**src/common/slx_pkg.sv**
```systemverilog
package slx_pkg;
  // ==========================================
  // geometry
  localparam int NUM_PHYS = 8;
  localparam int SEL_W = 3;
  localparam int WORD_W = 32;
  localparam int ADDR_W = 10;
  localparam int REG_W = 8;
  // ==========================================
  // register offsets
  localparam logic [9:0] OFF_ROUTE_45 = 10'h30A;
  localparam logic [9:0] OFF_ROUTE_67 = 10'h30B;
  localparam logic [9:0] OFF_FULL = 10'h30C;
  localparam logic [9:0] OFF_EMPTY = 10'h30D;
  // ==========================================
  // field positions
  localparam int LO_SEL_LSB = 0;
  localparam int HI_SEL_LSB = 3;
  // ==========================================
  // reset values
  localparam logic [2:0] RST_SEL4 = 3'h4;
  localparam logic [2:0] RST_SEL5 = 3'h5;
  localparam logic [2:0] RST_SEL6 = 3'h6;
  localparam logic [2:0] RST_SEL7 = 3'h7;
  localparam logic [7:0] RST_FLAGS = 8'h00;

  typedef struct packed {
    logic wr;
    logic rd;
    logic [9:0] addr;
    logic [7:0] wdata;
  } slx_cfg_req_t;
endpackage : slx_pkg

```
**src/hdl/slx_crossbar.sv**
```systemverilog
`timescale 1ns/1ps
// Operation
// four separate writable 3-bit selectors feed logical lanes 4 to 7
// selector value n routes physical input n to that lane
// lanes 6 and 7 share one register, lane 6 low; reset 6 and 7
// lanes 4 and 5 share one register, lane 4 low; reset 4 and 5
// read-only 8-bit full flags, bit n for physical input n
// full flags read zero after reset; writes ignored
// read-only 8-bit empty flags per input, zero after reset
// selector change affects whole following words only, never mixed
module slx_crossbar
  import slx_pkg::*;
#(
  parameter int WORD_W = 32,
  parameter int NUM_PHYS = 8
) (
  input wire logic clock,
  input wire logic rst_b,
  input wire slx_pkg::slx_cfg_req_t cfg_req,
  output logic [7:0] cfg_rdata,
  input wire logic [NUM_PHYS-1:0][WORD_W-1:0] phys_word,
  input wire logic [NUM_PHYS-1:0] phys_valid,
  input wire logic [NUM_PHYS-1:0] buffer_full,
  input wire logic [NUM_PHYS-1:0] buffer_empty,
  output logic [3:0][WORD_W-1:0] lane_word,
  output logic [3:0] lane_valid
);
  import slx_pkg::*;

  // ==========================================
  // configuration state
  logic [2:0] sel4, sel5, sel6, sel7;
  logic [2:0] next_sel4, next_sel5, next_sel6, next_sel7;
  logic [7:0] full_q, empty_q, full_s1, empty_s1;
  logic [7:0] next_rdata;

  function automatic logic hit(input logic [9:0] a, input logic [9:0] off);
    hit = (a == off);
  endfunction : hit

  always_comb begin
    next_sel4 = sel4;
    next_sel5 = sel5;
    next_sel6 = sel6;
    next_sel7 = sel7;
    if (cfg_req.wr) begin
      if (hit(cfg_req.addr, OFF_ROUTE_45)) begin
        next_sel4 = cfg_req.wdata[LO_SEL_LSB +: SEL_W];
        next_sel5 = cfg_req.wdata[HI_SEL_LSB +: SEL_W];
      end else if (hit(cfg_req.addr, OFF_ROUTE_67)) begin
        next_sel6 = cfg_req.wdata[LO_SEL_LSB +: SEL_W];
        next_sel7 = cfg_req.wdata[HI_SEL_LSB +: SEL_W];
      end
      // writes to status offsets fall through untouched
    end
  end

  // reserved bits [7:6] read zero; unmapped reads zero
  always_comb begin
    next_rdata = 8'h00;
    if (cfg_req.rd) begin
      if (hit(cfg_req.addr, OFF_ROUTE_45)) begin
        next_rdata = {2'h0, sel5, sel4};
      end else if (hit(cfg_req.addr, OFF_ROUTE_67)) begin
        next_rdata = {2'h0, sel7, sel6};
      end else if (hit(cfg_req.addr, OFF_FULL)) begin
        next_rdata = full_q;
      end else if (hit(cfg_req.addr, OFF_EMPTY)) begin
        next_rdata = empty_q;
      end
    end
  end

  always_ff @(posedge clock) begin
    if (!rst_b) begin
      sel4 <= RST_SEL4;
      sel5 <= RST_SEL5;
      sel6 <= RST_SEL6;
      sel7 <= RST_SEL7;
      full_s1 <= RST_FLAGS;
      full_q <= RST_FLAGS;
      empty_s1 <= RST_FLAGS;
      empty_q <= RST_FLAGS;
      cfg_rdata <= 8'h00;
    end else begin
      sel4 <= next_sel4;
      sel5 <= next_sel5;
      sel6 <= next_sel6;
      sel7 <= next_sel7;
      // flags come from buffers on other clocks, so two stages
      full_s1 <= buffer_full;
      full_q <= full_s1;
      empty_s1 <= buffer_empty;
      empty_q <= empty_s1;
      cfg_rdata <= next_rdata;
    end
  end

  // ==========================================
  // lane muxes
  logic [3:0][2:0] sel_vec;
  assign sel_vec = {sel7, sel6, sel5, sel4};

  generate
    for (genvar g = 0; g < 4; g++) begin : g_lane
      slx_lane_mux #(.WORD_W(WORD_W), .NUM_PHYS(NUM_PHYS)) u_mux (
        .clock(clock),
        .rst_b(rst_b),
        .phys_word(phys_word),
        .phys_valid(phys_valid),
        .source_select(sel_vec[g]),
        .lane_word(lane_word[g]),
        .lane_valid(lane_valid[g])
      );
    end
  endgenerate

  // ==========================================
  // checks
  property p_sel_write;
    @(posedge clock) disable iff (!rst_b)
      cfg_req.wr && cfg_req.addr == OFF_ROUTE_45 |=> sel4 == $past(cfg_req.wdata[2:0]);
  endproperty
  a_sel_write: assert property (p_sel_write) else $error("lane 4 selector not written");

  property p_route;
    @(posedge clock) disable iff (!rst_b)
      1 |=> lane_word[0] == $past(phys_word[sel4]);
  endproperty
  a_route: assert property (p_route) else $error("lane 4 word from wrong input");

  property p_pack67;
    @(posedge clock) disable iff (!rst_b)
      cfg_req.rd && cfg_req.addr == OFF_ROUTE_67 |=> cfg_rdata == {2'h0, $past(sel7), $past(sel6)};
  endproperty
  a_pack67: assert property (p_pack67) else $error("lane 6/7 readback wrong");

  property p_pack45;
    @(posedge clock) disable iff (!rst_b)
      cfg_req.rd && cfg_req.addr == OFF_ROUTE_45 |=> cfg_rdata == {2'h0, $past(sel5), $past(sel4)};
  endproperty
  a_pack45: assert property (p_pack45) else $error("lane 4/5 readback wrong");

  property p_full;
    @(posedge clock) disable iff (!rst_b)
      cfg_req.rd && cfg_req.addr == OFF_FULL |=> cfg_rdata == $past(full_q);
  endproperty
  a_full: assert property (p_full) else $error("full flags misread");

  property p_full_ro;
    @(posedge clock) disable iff (!rst_b)
      cfg_req.wr && cfg_req.addr == OFF_FULL |=> $stable(sel4) && $stable(sel5) && $stable(sel6) && $stable(sel7);
  endproperty
  a_full_ro: assert property (p_full_ro) else $error("status write changed state");

  property p_empty;
    @(posedge clock) disable iff (!rst_b)
      1 |-> ##2 empty_q == $past(buffer_empty, 2);
  endproperty
  a_empty: assert property (p_empty) else $error("empty flags lag wrong");

  property p_whole;
    @(posedge clock) disable iff (!rst_b)
      $changed(sel7) |=> lane_word[3] == $past(phys_word[sel7]);
  endproperty
  a_whole: assert property (p_whole) else $error("lane 7 mixed word");

  property p_sel5_write;
    @(posedge clock) disable iff (!rst_b)
      cfg_req.wr && cfg_req.addr == OFF_ROUTE_45 |=> sel5 == $past(cfg_req.wdata[5:3]);
  endproperty
  a_sel5_write: assert property (p_sel5_write) else $error("lane 5 selector not written");

  property p_sel6_write;
    @(posedge clock) disable iff (!rst_b)
      cfg_req.wr && cfg_req.addr == OFF_ROUTE_67 |=> sel6 == $past(cfg_req.wdata[2:0]);
  endproperty
  a_sel6_write: assert property (p_sel6_write) else $error("lane 6 selector not written");

  property p_sel7_write;
    @(posedge clock) disable iff (!rst_b)
      cfg_req.wr && cfg_req.addr == OFF_ROUTE_67 |=> sel7 == $past(cfg_req.wdata[5:3]);
  endproperty
  a_sel7_write: assert property (p_sel7_write) else $error("lane 7 selector not written");

  property p_route5;
    @(posedge clock) disable iff (!rst_b)
      1 |=> lane_word[1] == $past(phys_word[sel5]);
  endproperty
  a_route5: assert property (p_route5) else $error("lane 5 word from wrong input");

  property p_route6;
    @(posedge clock) disable iff (!rst_b)
      1 |=> lane_word[2] == $past(phys_word[sel6]);
  endproperty
  a_route6: assert property (p_route6) else $error("lane 6 word from wrong input");

  property p_route7;
    @(posedge clock) disable iff (!rst_b)
      1 |=> lane_word[3] == $past(phys_word[sel7]);
  endproperty
  a_route7: assert property (p_route7) else $error("lane 7 word from wrong input");

  property p_valid_pick;
    @(posedge clock) disable iff (!rst_b)
      1 |=> lane_valid == $past({phys_valid[sel7], phys_valid[sel6], phys_valid[sel5], phys_valid[sel4]});
  endproperty
  a_valid_pick: assert property (p_valid_pick) else $error("lane valid from wrong input");

  property p_empty_read;
    @(posedge clock) disable iff (!rst_b)
      cfg_req.rd && cfg_req.addr == OFF_EMPTY |=> cfg_rdata == $past(empty_q);
  endproperty
  a_empty_read: assert property (p_empty_read) else $error("empty flags misread");

  property p_full_sync;
    @(posedge clock) disable iff (!rst_b)
      1 |-> ##2 full_q == $past(buffer_full, 2);
  endproperty
  a_full_sync: assert property (p_full_sync) else $error("full flags lag wrong");

  c_route45: cover property (@(posedge clock) cfg_req.wr && cfg_req.addr == OFF_ROUTE_45);
  c_route67: cover property (@(posedge clock) cfg_req.wr && cfg_req.addr == OFF_ROUTE_67);
  c_full: cover property (@(posedge clock) full_q != 8'h00);
  c_empty: cover property (@(posedge clock) empty_q != 8'h00);
  c_lane_idle: cover property (@(posedge clock) lane_valid != 4'hF);
endmodule : slx_crossbar

```
**src/hdl/slx_lane_mux.sv**
```systemverilog
`timescale 1ns/1ps
// ==========================================
// one logical lane: registered word pick
module slx_lane_mux #(
  parameter int WORD_W = 32,
  parameter int NUM_PHYS = 8
) (
  input wire logic clock,
  input wire logic rst_b,
  input wire logic [NUM_PHYS-1:0][WORD_W-1:0] phys_word,
  input wire logic [NUM_PHYS-1:0] phys_valid,
  input wire logic [2:0] source_select,
  output logic [WORD_W-1:0] lane_word,
  output logic lane_valid
);
  logic [WORD_W-1:0] next_lane_word;
  logic next_lane_valid;

  // whole word from one input per cycle, selector sampled with the word
  always_comb begin
    next_lane_word = phys_word[source_select];
    next_lane_valid = phys_valid[source_select];
  end

  always_ff @(posedge clock) begin
    if (!rst_b) begin
      lane_word <= '0;
      lane_valid <= 1'h0;
    end else begin
      lane_word <= next_lane_word;
      lane_valid <= next_lane_valid;
    end
  end
endmodule : slx_lane_mux

```
**config.mk**
```make
export PLATFORM = sky130hd
export DESIGN_NAME = slx_crossbar
export DESIGN_NICKNAME = d
export VERILOG_FILES = /design/src/common/slx_pkg.sv /design/src/hdl/slx_crossbar.sv /design/src/hdl/slx_lane_mux.sv
export SDC_FILE = /design/constraint.sdc
export NUM_CORES = 1
export LEC_CHECK = 0
export BUFFER_PORTS_ARGS = -buffer_cell sky130_fd_sc_hd__buf_4
export CAP_MARGIN = 20
export CORE_AREA = 2 2 169 171
export CTS_BUF_LIST = sky130_fd_sc_hd__clkbuf_16
export DETAILED_ROUTE_END_ITERATION = 8
export DIE_AREA = 0 0 171 173
export PLACE_DENSITY_LB_ADDON = 0.08
export SLEW_MARGIN = 20
export SYNTH_ARGS = -nofsm -noshare
export SYNTH_HDL_FRONTEND = slang
export SYNTH_HIERARCHICAL = 1
export SYNTH_SLANG_ARGS = --single-unit
export TNS_END_PERCENT = 20
```
**constraint.sdc**
```tcl
create_clock -name clock -period 4.4 [get_ports clock]
set_input_delay 0.22 -clock clock [delete_from_list [all_inputs] [get_ports clock]]
set_output_delay 0.22 -clock clock [all_outputs]
set_load 0.005 [all_outputs]
```
# Yosys cells after proc, flatten, opt, wreduce, memory -nomap -nowiden
# Index checks and enable logic that the tools add are counted.
word_totals:
  ff_bits: 184
  inputBits: 302
  out_inout_bits: 140
  elab_cells: 53
classes:
  n_lt_le_gt_ge: 4
  n_eq_ne: 4
  mux: 20
  bitwise_logic: 3
  n_reduce_logical: 4
ops:
  columns: ["cell", "count"]
  rows:
  - ["32-bit binary-select mux with 3-bit select", 4]
  - ["32-bit two-way mux", 4]
  - ["10-bit equality test, second input constant", 4]
  - ["3-bit by 4-bit < comparator with 1-bit output, second input constant", 4]
  - ["8-bit two-way mux", 2]
  - ["1-bit binary-select mux with 3-bit select", 4]
  - ["6-bit two-way mux", 2]
  - ["1-bit two-way mux", 4]
  - ["2-bit AND reduction", 2]
  - ["4-bit OR reduction", 1]
  - ["1-bit NOT", 3]
  - ["3-bit AND reduction", 1]

# Depth between registers and ports, before layout
# Gate-level depths: netlist of run 1.
logic_depth:
  ltp_word: 5
  depth_mapped: 5
  depth_no_buf: 3

# Cells and area by module
# Netlist of run 1, hierarchy kept.
modules_own_cells:
  columns: ["module", "n_inst", "cells_per_inst", "area_per_inst_um2", "seq_area_each_um2"]
  rows:
  - ["slx_lane_mux", 4, 261, 3110.5, 660.6]
  - ["slx_crossbar", 1, 170, 1863.0, 1041.0]

# Least setup slack after synthesis of run 1
# No wires, ideal clock.
synth_path:
  path_type: "input-to-reg"
  startpoint: "input port cfg_req[15] in the netlist's numbering"
  endpoint: "register sel6[2]"
  setup_time_ns: 0.121
  arrival_ns: 1.584
  required_time_ns: 4.279
  path_slack_ns: 2.695
  cell_stages: 5
  n_path_buf: 2
  cell_sequence: "or4_4 > buf_6 > or4_4 > buf_6 > mux2i_1"
synth_via:
  elab_chain_len: 3
  elab_cells_between_ends: 4
  classes_between: "eq/ne: 2; bitwise: 1; reduce/logical: 1"
synth_rtl:
  columns: ["element", "line", "source"]
  rows:
  - ["start: declaration", "slx_crossbar.sv:19", "input wire slx_pkg::slx_cfg_req_t cfg_req,"]
  - ["10-bit equality test", "slx_crossbar.sv:38", "hit = (a == off);"]
  - ["1-bit NOT (no source line)", null, null]
  - ["3-bit AND reduction (no source line) (*)", null, null]
  - ["end signal: assignment", "slx_crossbar.sv:88", "sel6 <= next_sel6;"]
  - ["end: declaration", "slx_crossbar.sv:32", "logic [2:0] sel4, sel5, sel6, sel7;"]
# Mark *: on every way between the ends. The rest lies on a longest branch, timed or not.
# A chain may end at the register's enable or synchronous reset.

# Worst setup path in the final report of run 1
layout_path:
  startpoint: "register sel7[1]"
  endpoint: "register g_lane[3].u_mux.lane_word[26]"
layout_via:
  elab_chain_len: 2
layout_rtl:
  columns: ["element", "line", "source"]
  rows:
  - ["start: declaration", "slx_crossbar.sv:32", null]
  - ["start signal: assignment", "slx_crossbar.sv:89", "sel7 <= next_sel7;"]
  - ["32-bit binary-select mux with 3-bit select", "slx_lane_mux.sv:21", "next_lane_word = phys_word[source_select];"]
  - ["32-bit two-way mux (implied by the code)", "slx_lane_mux.sv:21", null]
  - ["end signal: assignment", "slx_lane_mux.sv:30", "lane_word <= next_lane_word;"]
  - ["end: declaration", "slx_lane_mux.sv:13", "output logic [WORD_W-1:0] lane_word,"]
# Every way passes these cells. The select of a mux whose other input is x is not followed.

==> qor.tcl, run 1 <==
set qor(drv.max_cap_violation_count) 0
set qor(critical_path_arrival_ns) 2.85
set qor(groute.layer.met3.usage) 0.0794
set qor(cts_htree_levels) 4
set qor(post_synth_main_area_contributors) {sky130_fd_sc_hd__dfxtp_1 26%, sky130_fd_sc_hd__mux4_2 18%, sky130_fd_sc_hd__a221oi_2 12%, sky130_fd_sc_hd__mux2_2 10%, sky130_fd_sc_hd__mux2i_1 10%}
set qor(worst_hold_path.num_cells) 3
set qor(final.period_utilization) 0.581
set qor(syn2layout_area_growth_pct) 27.0
set qor(final_layout_size_suffix_gt1_frac) 0.547
set qor(cts_setup_buffers) 0
set qor(wl_um) 49900
set qor(grt_use_met2) 0.557
set qor(die_height_um) 173
set qor(worstPathCellList) {nand2b_2 -> o21ai_0 -> a221oi_2}
set qor(cts_root_buf) {sky130_fd_sc_hd__clkbuf_16}
set qor(fp.dieW_um) 171
set qor(tightestPinTransition_ns) 1.08
set qor(synth_cells) 1214
set qor(ff2ff_setup_slack_ns) 1.84
set qor(starting_density) 0.518
set qor(maxSlewViolCount) 0
set qor(syn_area_um2) 14300
set qor(wire_per_inst_um) 25.2
set qor(power.share.combinational) 0.194
set qor(setup_viol) 0
set qor(intPower_w) 0.00304
set qor(nFillCells) 2229
set qor(sequentialPowerShare) 0.411
set qor(multi_input_area_um2) 9190
set qor(finalWorstPathRequiredPeriod_ns) 2.56
set qor(io_buffer_count) 439
set qor(clock_power_share) 0.395
set qor(fmax_mhz) 391
set qor(critical_path.reg2reg.startpoint) {sel7[1]}
set qor(sequential_cell_area_um2) 3720
set qor(clock_insertion_delay_worst_skew_ns) 0.45
set qor(min_from) {cfg_req[1]}
set qor(syn_avg_cell_area_um2) 11.8
set qor(synth_area_leader_cell) {sky130_fd_sc_hd__dfxtp_1}
set qor(clkSinkCount) 184
set qor(grt_most_used_layer) {met2}
set qor(grt_overflow_total) 0
set qor(core_um2) 27600
set qor(reg2reg_capture_point) {g_lane[3].u_mux/lane_word[26]}
set qor(detailroute.via_count) 12300
set qor(globalRouteMet1Util) 0.401
set qor(final-hold-violation-count) 0
set qor(switching_share) 0.292
set qor(clock_transition_time_at_the_flip_flop_clock_pins_of_the_worst_setup_and_hold_paths_ns) 0.10
set qor(layout_commonest_cell) {sky130_fd_sc_hd__buf_4}
set qor(largest_net_degree_at_the_start_of_global_routing) 109
set qor(hpwlAfterDp_um) 32100
set qor(drtPass1Iterations) 6
set qor(run_status) {complete, no violations}
set qor(cts_hold_buffers) 16
set qor(globalplace.congestion) 0.839
set qor(place_ws_ns) 1.87
set qor(worst-endpoint-required_ns) 4.69
set qor(grt_pass1_vias) 12500
set qor(placedInstanceArea_um2) 17400
set qor(cts.repair.resized) 0
set qor(clock_tree_from_tritoncts) {done}
set qor(detail_route.drc_violations) 0
set qor(finish.net_count) 1884
set qor(asyncSetResetFlopFracSynth) 0
set qor(worst_path_max_delay_cell) {sky130_fd_sc_hd__dfxtp_4}
set qor(grtUsageTotal) 0.332
set qor(timing_worst_setup_path_type) {reg -> reg}
set qor(antenna_found_initial) 3
set qor(synth_top_area_share) 0.258
set qor(rsz0062_at_grt) {no}
set qor(postSynth.topFlopCell) {sky130_fd_sc_hd__dfxtp_1}
set qor(hold_class) {in -> reg}
set qor(setup_ws_ns) 1.84
set qor(yosys_warnings) 6
set qor(numCtsBuffers) 17
set qor(worstRegToRegCells) 3
set qor(terminating_pin_of_the_worst_hold_path) {sel4[1]}
set qor(clock_skew_ns) 0.0194
set qor(vias_per_cell) 6.21
set qor(die-area_um2) 29600
set qor(critPathMaxStageDelay_ns) 0.96
set qor(power.leakage_nw) 8.74
set qor(yosysSeqAreaShare) 0.258
set qor(pin_count) 442
set qor(drtAntennaViolNets) 0
set qor(ctsLongestPathBuffers) 2
set qor(rows) 61
set qor(vdd_ir_drop_max_mv) 0.168
set qor(startpoint_type) {register}
set qor(fin_setup_tns_ns) 0
set qor(synth_enable_flop_cells) 0
set qor(layout_common_cells) {451 x sky130_fd_sc_hd__buf_4, 172 x sky130_fd_sc_hd__dfxtp_1, 148 x sky130_fd_sc_hd__mux2i_1}
set qor(critical_path.endpoint_type) {register}
set qor(power.density_cell_area_nw_per_um2) 236
set qor(p_switching_w) 0.00126
set qor(postSynthNetCount) 1516
set qor(first_iter_violations) 1049
set qor(grt_pass1_wl_um) 74500
set qor(remaining_max_slew_budget_at_the_tightest_pin) 0.282
set qor(synth_cell_type_count) 38
set qor(worstPathMaxFanout) 37
set qor(synth-seq-cells) 184
set qor(stdcell_area_um2) 18200
## logic make-up after synthesis
kind of cell	count (synthesis)	share of synthesized area
DFF	184	0.258
muxes	412	0.419
and+or+nand+nor	77	0.0343
AOI/OAI and AO/OA	282	0.187
buffers and inverters	259	0.102
## worst max-delay path: cells and delay by family (launching register included)
kind	cells	cell delay, ns
AOI/OAI and AO/OA	2	0.56
and+or+nand+nor	1	0.84
DFF	1	0.96
## cell usage after synthesis (all sizes together) (3+ instances only)
cell and count:
a221oi 132, mux2i 148, nor2 6, a32o 4, mux4 132, clkbuf 43, buf 79, nand2b 8
nand2 11, or4 3, and2 32, mux2 132, nor2b 9, o2bb2ai 4, o21ai 132, a211oi 4
dfxtp 184, inv 137
## worst max path at each step
stage	slack, ns	to	startpoint	cells past startpoint
3_5_place_dp	1.87	g_lane[1].u_mux/lane_word[22]	sel5[1]	3
6_report	1.84	g_lane[3].u_mux/lane_word[26]	sel7[1]	3
3_3_place_gp	1.89	g_lane[3].u_mux/lane_word[12]	sel7[1]	3
2_1_floorplan	2.69	sel6[2]	cfg_req[15]	5
5_1_grt	1.71	g_lane[3].u_mux/lane_word[8]	sel7[1]	3
4_1_cts	1.86	g_lane[3].u_mux/lane_word[26]	sel7[1]	3
## registers in the layout (all words and copies together), names as in the netlist
register and count:
sel6 3, empty_q 8, cfg_rdata 8, sel4 3
sel5 3, sel7 3, full_s1 8, g_lane.u_mux/lane_valid 4
empty_s1 8, full_q 8, g_lane.u_mux/lane_word 128
## metrics by stage
step | hold WS [ns] | std cells | util | total power, W
after floorplan | 0.347 | 1214 | - | 0.00217
after global placement | 0.415 | 1925 | 0.628 | 0.00260
after detailed placement | 0.418 | 1925 | 0.628 | 0.00262
after CTS | 0.0102 | 1973 | 0.657 | 0.00432
after global routing | 0.0139 | 1976 | 0.657 | 0.00445
final | 0.0206 | 1976 | 0.657 | 0.00430
## per-layer routing
layer	routed length (um)	share of wire
met1	18500	0.37
met2	24400	0.49
met3	4780	0.096
met4	2170	0.044
met5	0	0
## power by group through the flow
stage	logic (W)	registers (W)	clock network, W
after global placement	0.000796	0.00180	0
after floorplan	0.000361	0.00181	0
after global routing	0.000904	0.00177	0.00177
after detailed placement	0.000815	0.00180	0
final	0.000833	0.00177	0.00170
after CTS	0.000829	0.00177	0.00172
## area by class of cell
cell class	instances	area share
Timing Repair Buffer	471	0.200
Clock inverter	15	0.0116
Multi-Input combinational cell	771	0.506
Tap cell	378	0.0260
Sequential cell	184	0.205
Clock buffer	17	0.0234
Inverter	137	0.0283
Antenna cell	3	0.000413
Note: power is estimated with default switching activity, not from simulation.
==> run 2, diff against run 1 <==
Clock period 4.4 ns to 2.55 ns, I/O delays scaled along.
==> qor.tcl, run 2 (synthesis results as in run 1) <==
set qor(setup_viol) 0
set qor(fp.dieW_um) 171
set qor(grtUsageTotal) 0.334
set qor(run_status) {complete, no violations}
set qor(die-area_um2) 29600
set qor(rows) 61
set qor(antenna_found_initial) 3
set qor(drv.max_cap_violation_count) 0
set qor(first_iter_violations) 860
set qor(final_core_util) 0.671
set qor(vdd_ir_drop_max_mv) 0.345
set qor(detailroute.via_count) 12400
set qor(placedInstanceArea_um2) 17700
set qor(die_height_um) 173
set qor(drtAntennaViolNets) 0
set qor(wire_per_inst_um) 25.0
set qor(final-hold-violation-count) 0
set qor(grt_pass1_vias) 12500
set qor(worst-endpoint-required_ns) 2.85
set qor(wl_um) 50300
set qor(finish.net_count) 1919
set qor(final_layout_size_suffix_gt1_frac) 0.553
set qor(tightestPinTransition_ns) 0.853
set qor(vias_per_cell) 6.15
set qor(clock_transition_time_at_the_flip_flop_clock_pins_of_the_worst_setup_and_hold_paths_ns) 0.08
set qor(starting_density) 0.518
set qor(power.leakage_nw) 8.95
set qor(syn2layout_area_growth_pct) 29.6
set qor(rsz0062_at_grt) {no}
set qor(pin_count) 442
set qor(grt_pass1_wl_um) 74500
set qor(cts_htree_levels) 4
set qor(final.period_utilization) 0.783
set qor(ctsLongestPathBuffers) 2
set qor(regMostFlops) {g_lane.u_mux/lane_word}
set qor(wl_met2_um) 24400
set qor(hpwlAfterDp_um) 34400
set qor(nFillCells) 2210
set qor(fmax_mhz) 501
set qor(numCtsBuffers) 17
set qor(detail_route.drc_violations) 0
set qor(layout_commonest_cell) {sky130_fd_sc_hd__buf_4}
set qor(maxSlewViolCount) 0
set qor(io_buffer_count) 439
set qor(dr.max_layer_used) {met4}
set qor(cts.repair.resized) 0
set qor(wirelength_met1_um) 19200
set qor(startpoint_type) {register}
set qor(clkSinkCount) 184
set qor(critical_path_arrival_ns) 2.30
set qor(core_um2) 27600
set qor(hold_class) {in -> reg}
set qor(remaining_max_slew_budget_at_the_tightest_pin) 0.431
set qor(stdcell_area_um2) 18500
set qor(timing_worst_setup_path_type) {reg -> reg}
set qor(cts_root_buf) {sky130_fd_sc_hd__clkbuf_16}
set qor(layout_common_cells) {470 x sky130_fd_sc_hd__buf_4, 172 x sky130_fd_sc_hd__dfxtp_1, 148 x sky130_fd_sc_hd__mux2i_1}
set qor(finalWorstPathRequiredPeriod_ns) 2.00
set qor(cts_setup_buffers) 0
set qor(drtPass1Iterations) 5
set qor(critical_path.endpoint_type) {register}
set qor(grt_overflow_total) 0
set qor(clock_insertion_delay_worst_skew_ns) 0.45
set qor(fin_setup_tns_ns) 0
set qor(dpl.cell_count) 1954
set qor(finalNonFillerCells) 2011
set qor(setup_ws_ns) 0.553
set qor(worstPathMaxFanout) 22
set qor(largest_register_ff_count) 128
set qor(power.density_cell_area_nw_per_um2) 396
set qor(clock_tree_from_tritoncts) {done}
set qor(clock_skew_ns) 0.0107
set qor(met3_length_um) 4590
set qor(largest_net_degree_at_the_start_of_global_routing) 75
set qor(globalplace.congestion) 0.879
set qor(place_ws_ns) 0.580
## run 2: area by class of cell
class,count,area [um2],area share
multi-input combinational,771,9190,0.496
timing repair buffer,506,4030,0.217
sequential,184,3720,0.201
inverter,137,514,0.0277
tap,378,473,0.0255
clock buffer,17,425,0.0229
clock inverter,15,186,0.0101
antenna,3,7.51,0.000405
## run 2: through the flow
step	hold WS, ns	power [W]
CTS	0.0407	0.00735
finish	0.0570	0.00734
floorplan	0.255	0.00375
global route	0.0625	0.00760
detailed placement	0.341	0.00453
global placement	0.336	0.00450
## run 2: power breakdown
| group | internal, W | total (W) | switching, W |
|---|---|---|---|
| logic | 0.000865 | 0.00146 | 0.000593 |
| clock network | 0.00142 | 0.00283 | 0.00142 |
| registers | 0.00300 | 0.00305 | 0.0000496 |
## run 2: worst max-delay path, cell delays in order, from the launching register on
cell                       delay (ns)
sky130_fd_sc_hd__dfxtp_4         0.61
sky130_fd_sc_hd__nand2b_2        0.53
sky130_fd_sc_hd__buf_4           0.36
sky130_fd_sc_hd__o21ai_0         0.27
sky130_fd_sc_hd__a221oi_2        0.06
## run 2: worst paths after layout
path,startpoint,to,slack (ns),cells past startpoint
worst max-delay path,sel4[1],g_lane[0].u_mux/lane_word[20],0.55,4
worst min-delay path,phys_word[0],g_lane[3].u_mux/lane_word[0],0.06,3
worst max register to register,sel4[1],g_lane[0].u_mux/lane_word[20],0.55,4
worst min register to register,empty_s1[7],empty_q[7],0.43,1
## run 2: layer usage
metal / GRT usage / vias to the layer above
li1: - / 5532
met1: 0.410 / 6047
met2: 0.550 / 651
met3: 0.0835 / 135
met4: 0.160 / 0
met5: 0 / -
## run 2: what timing repair did
action / in CTS / in global routing
endpoints found under the hold margin: 28 / 0
setup endpoints to repair: 0 / 0
hold buffers: 22 / 0
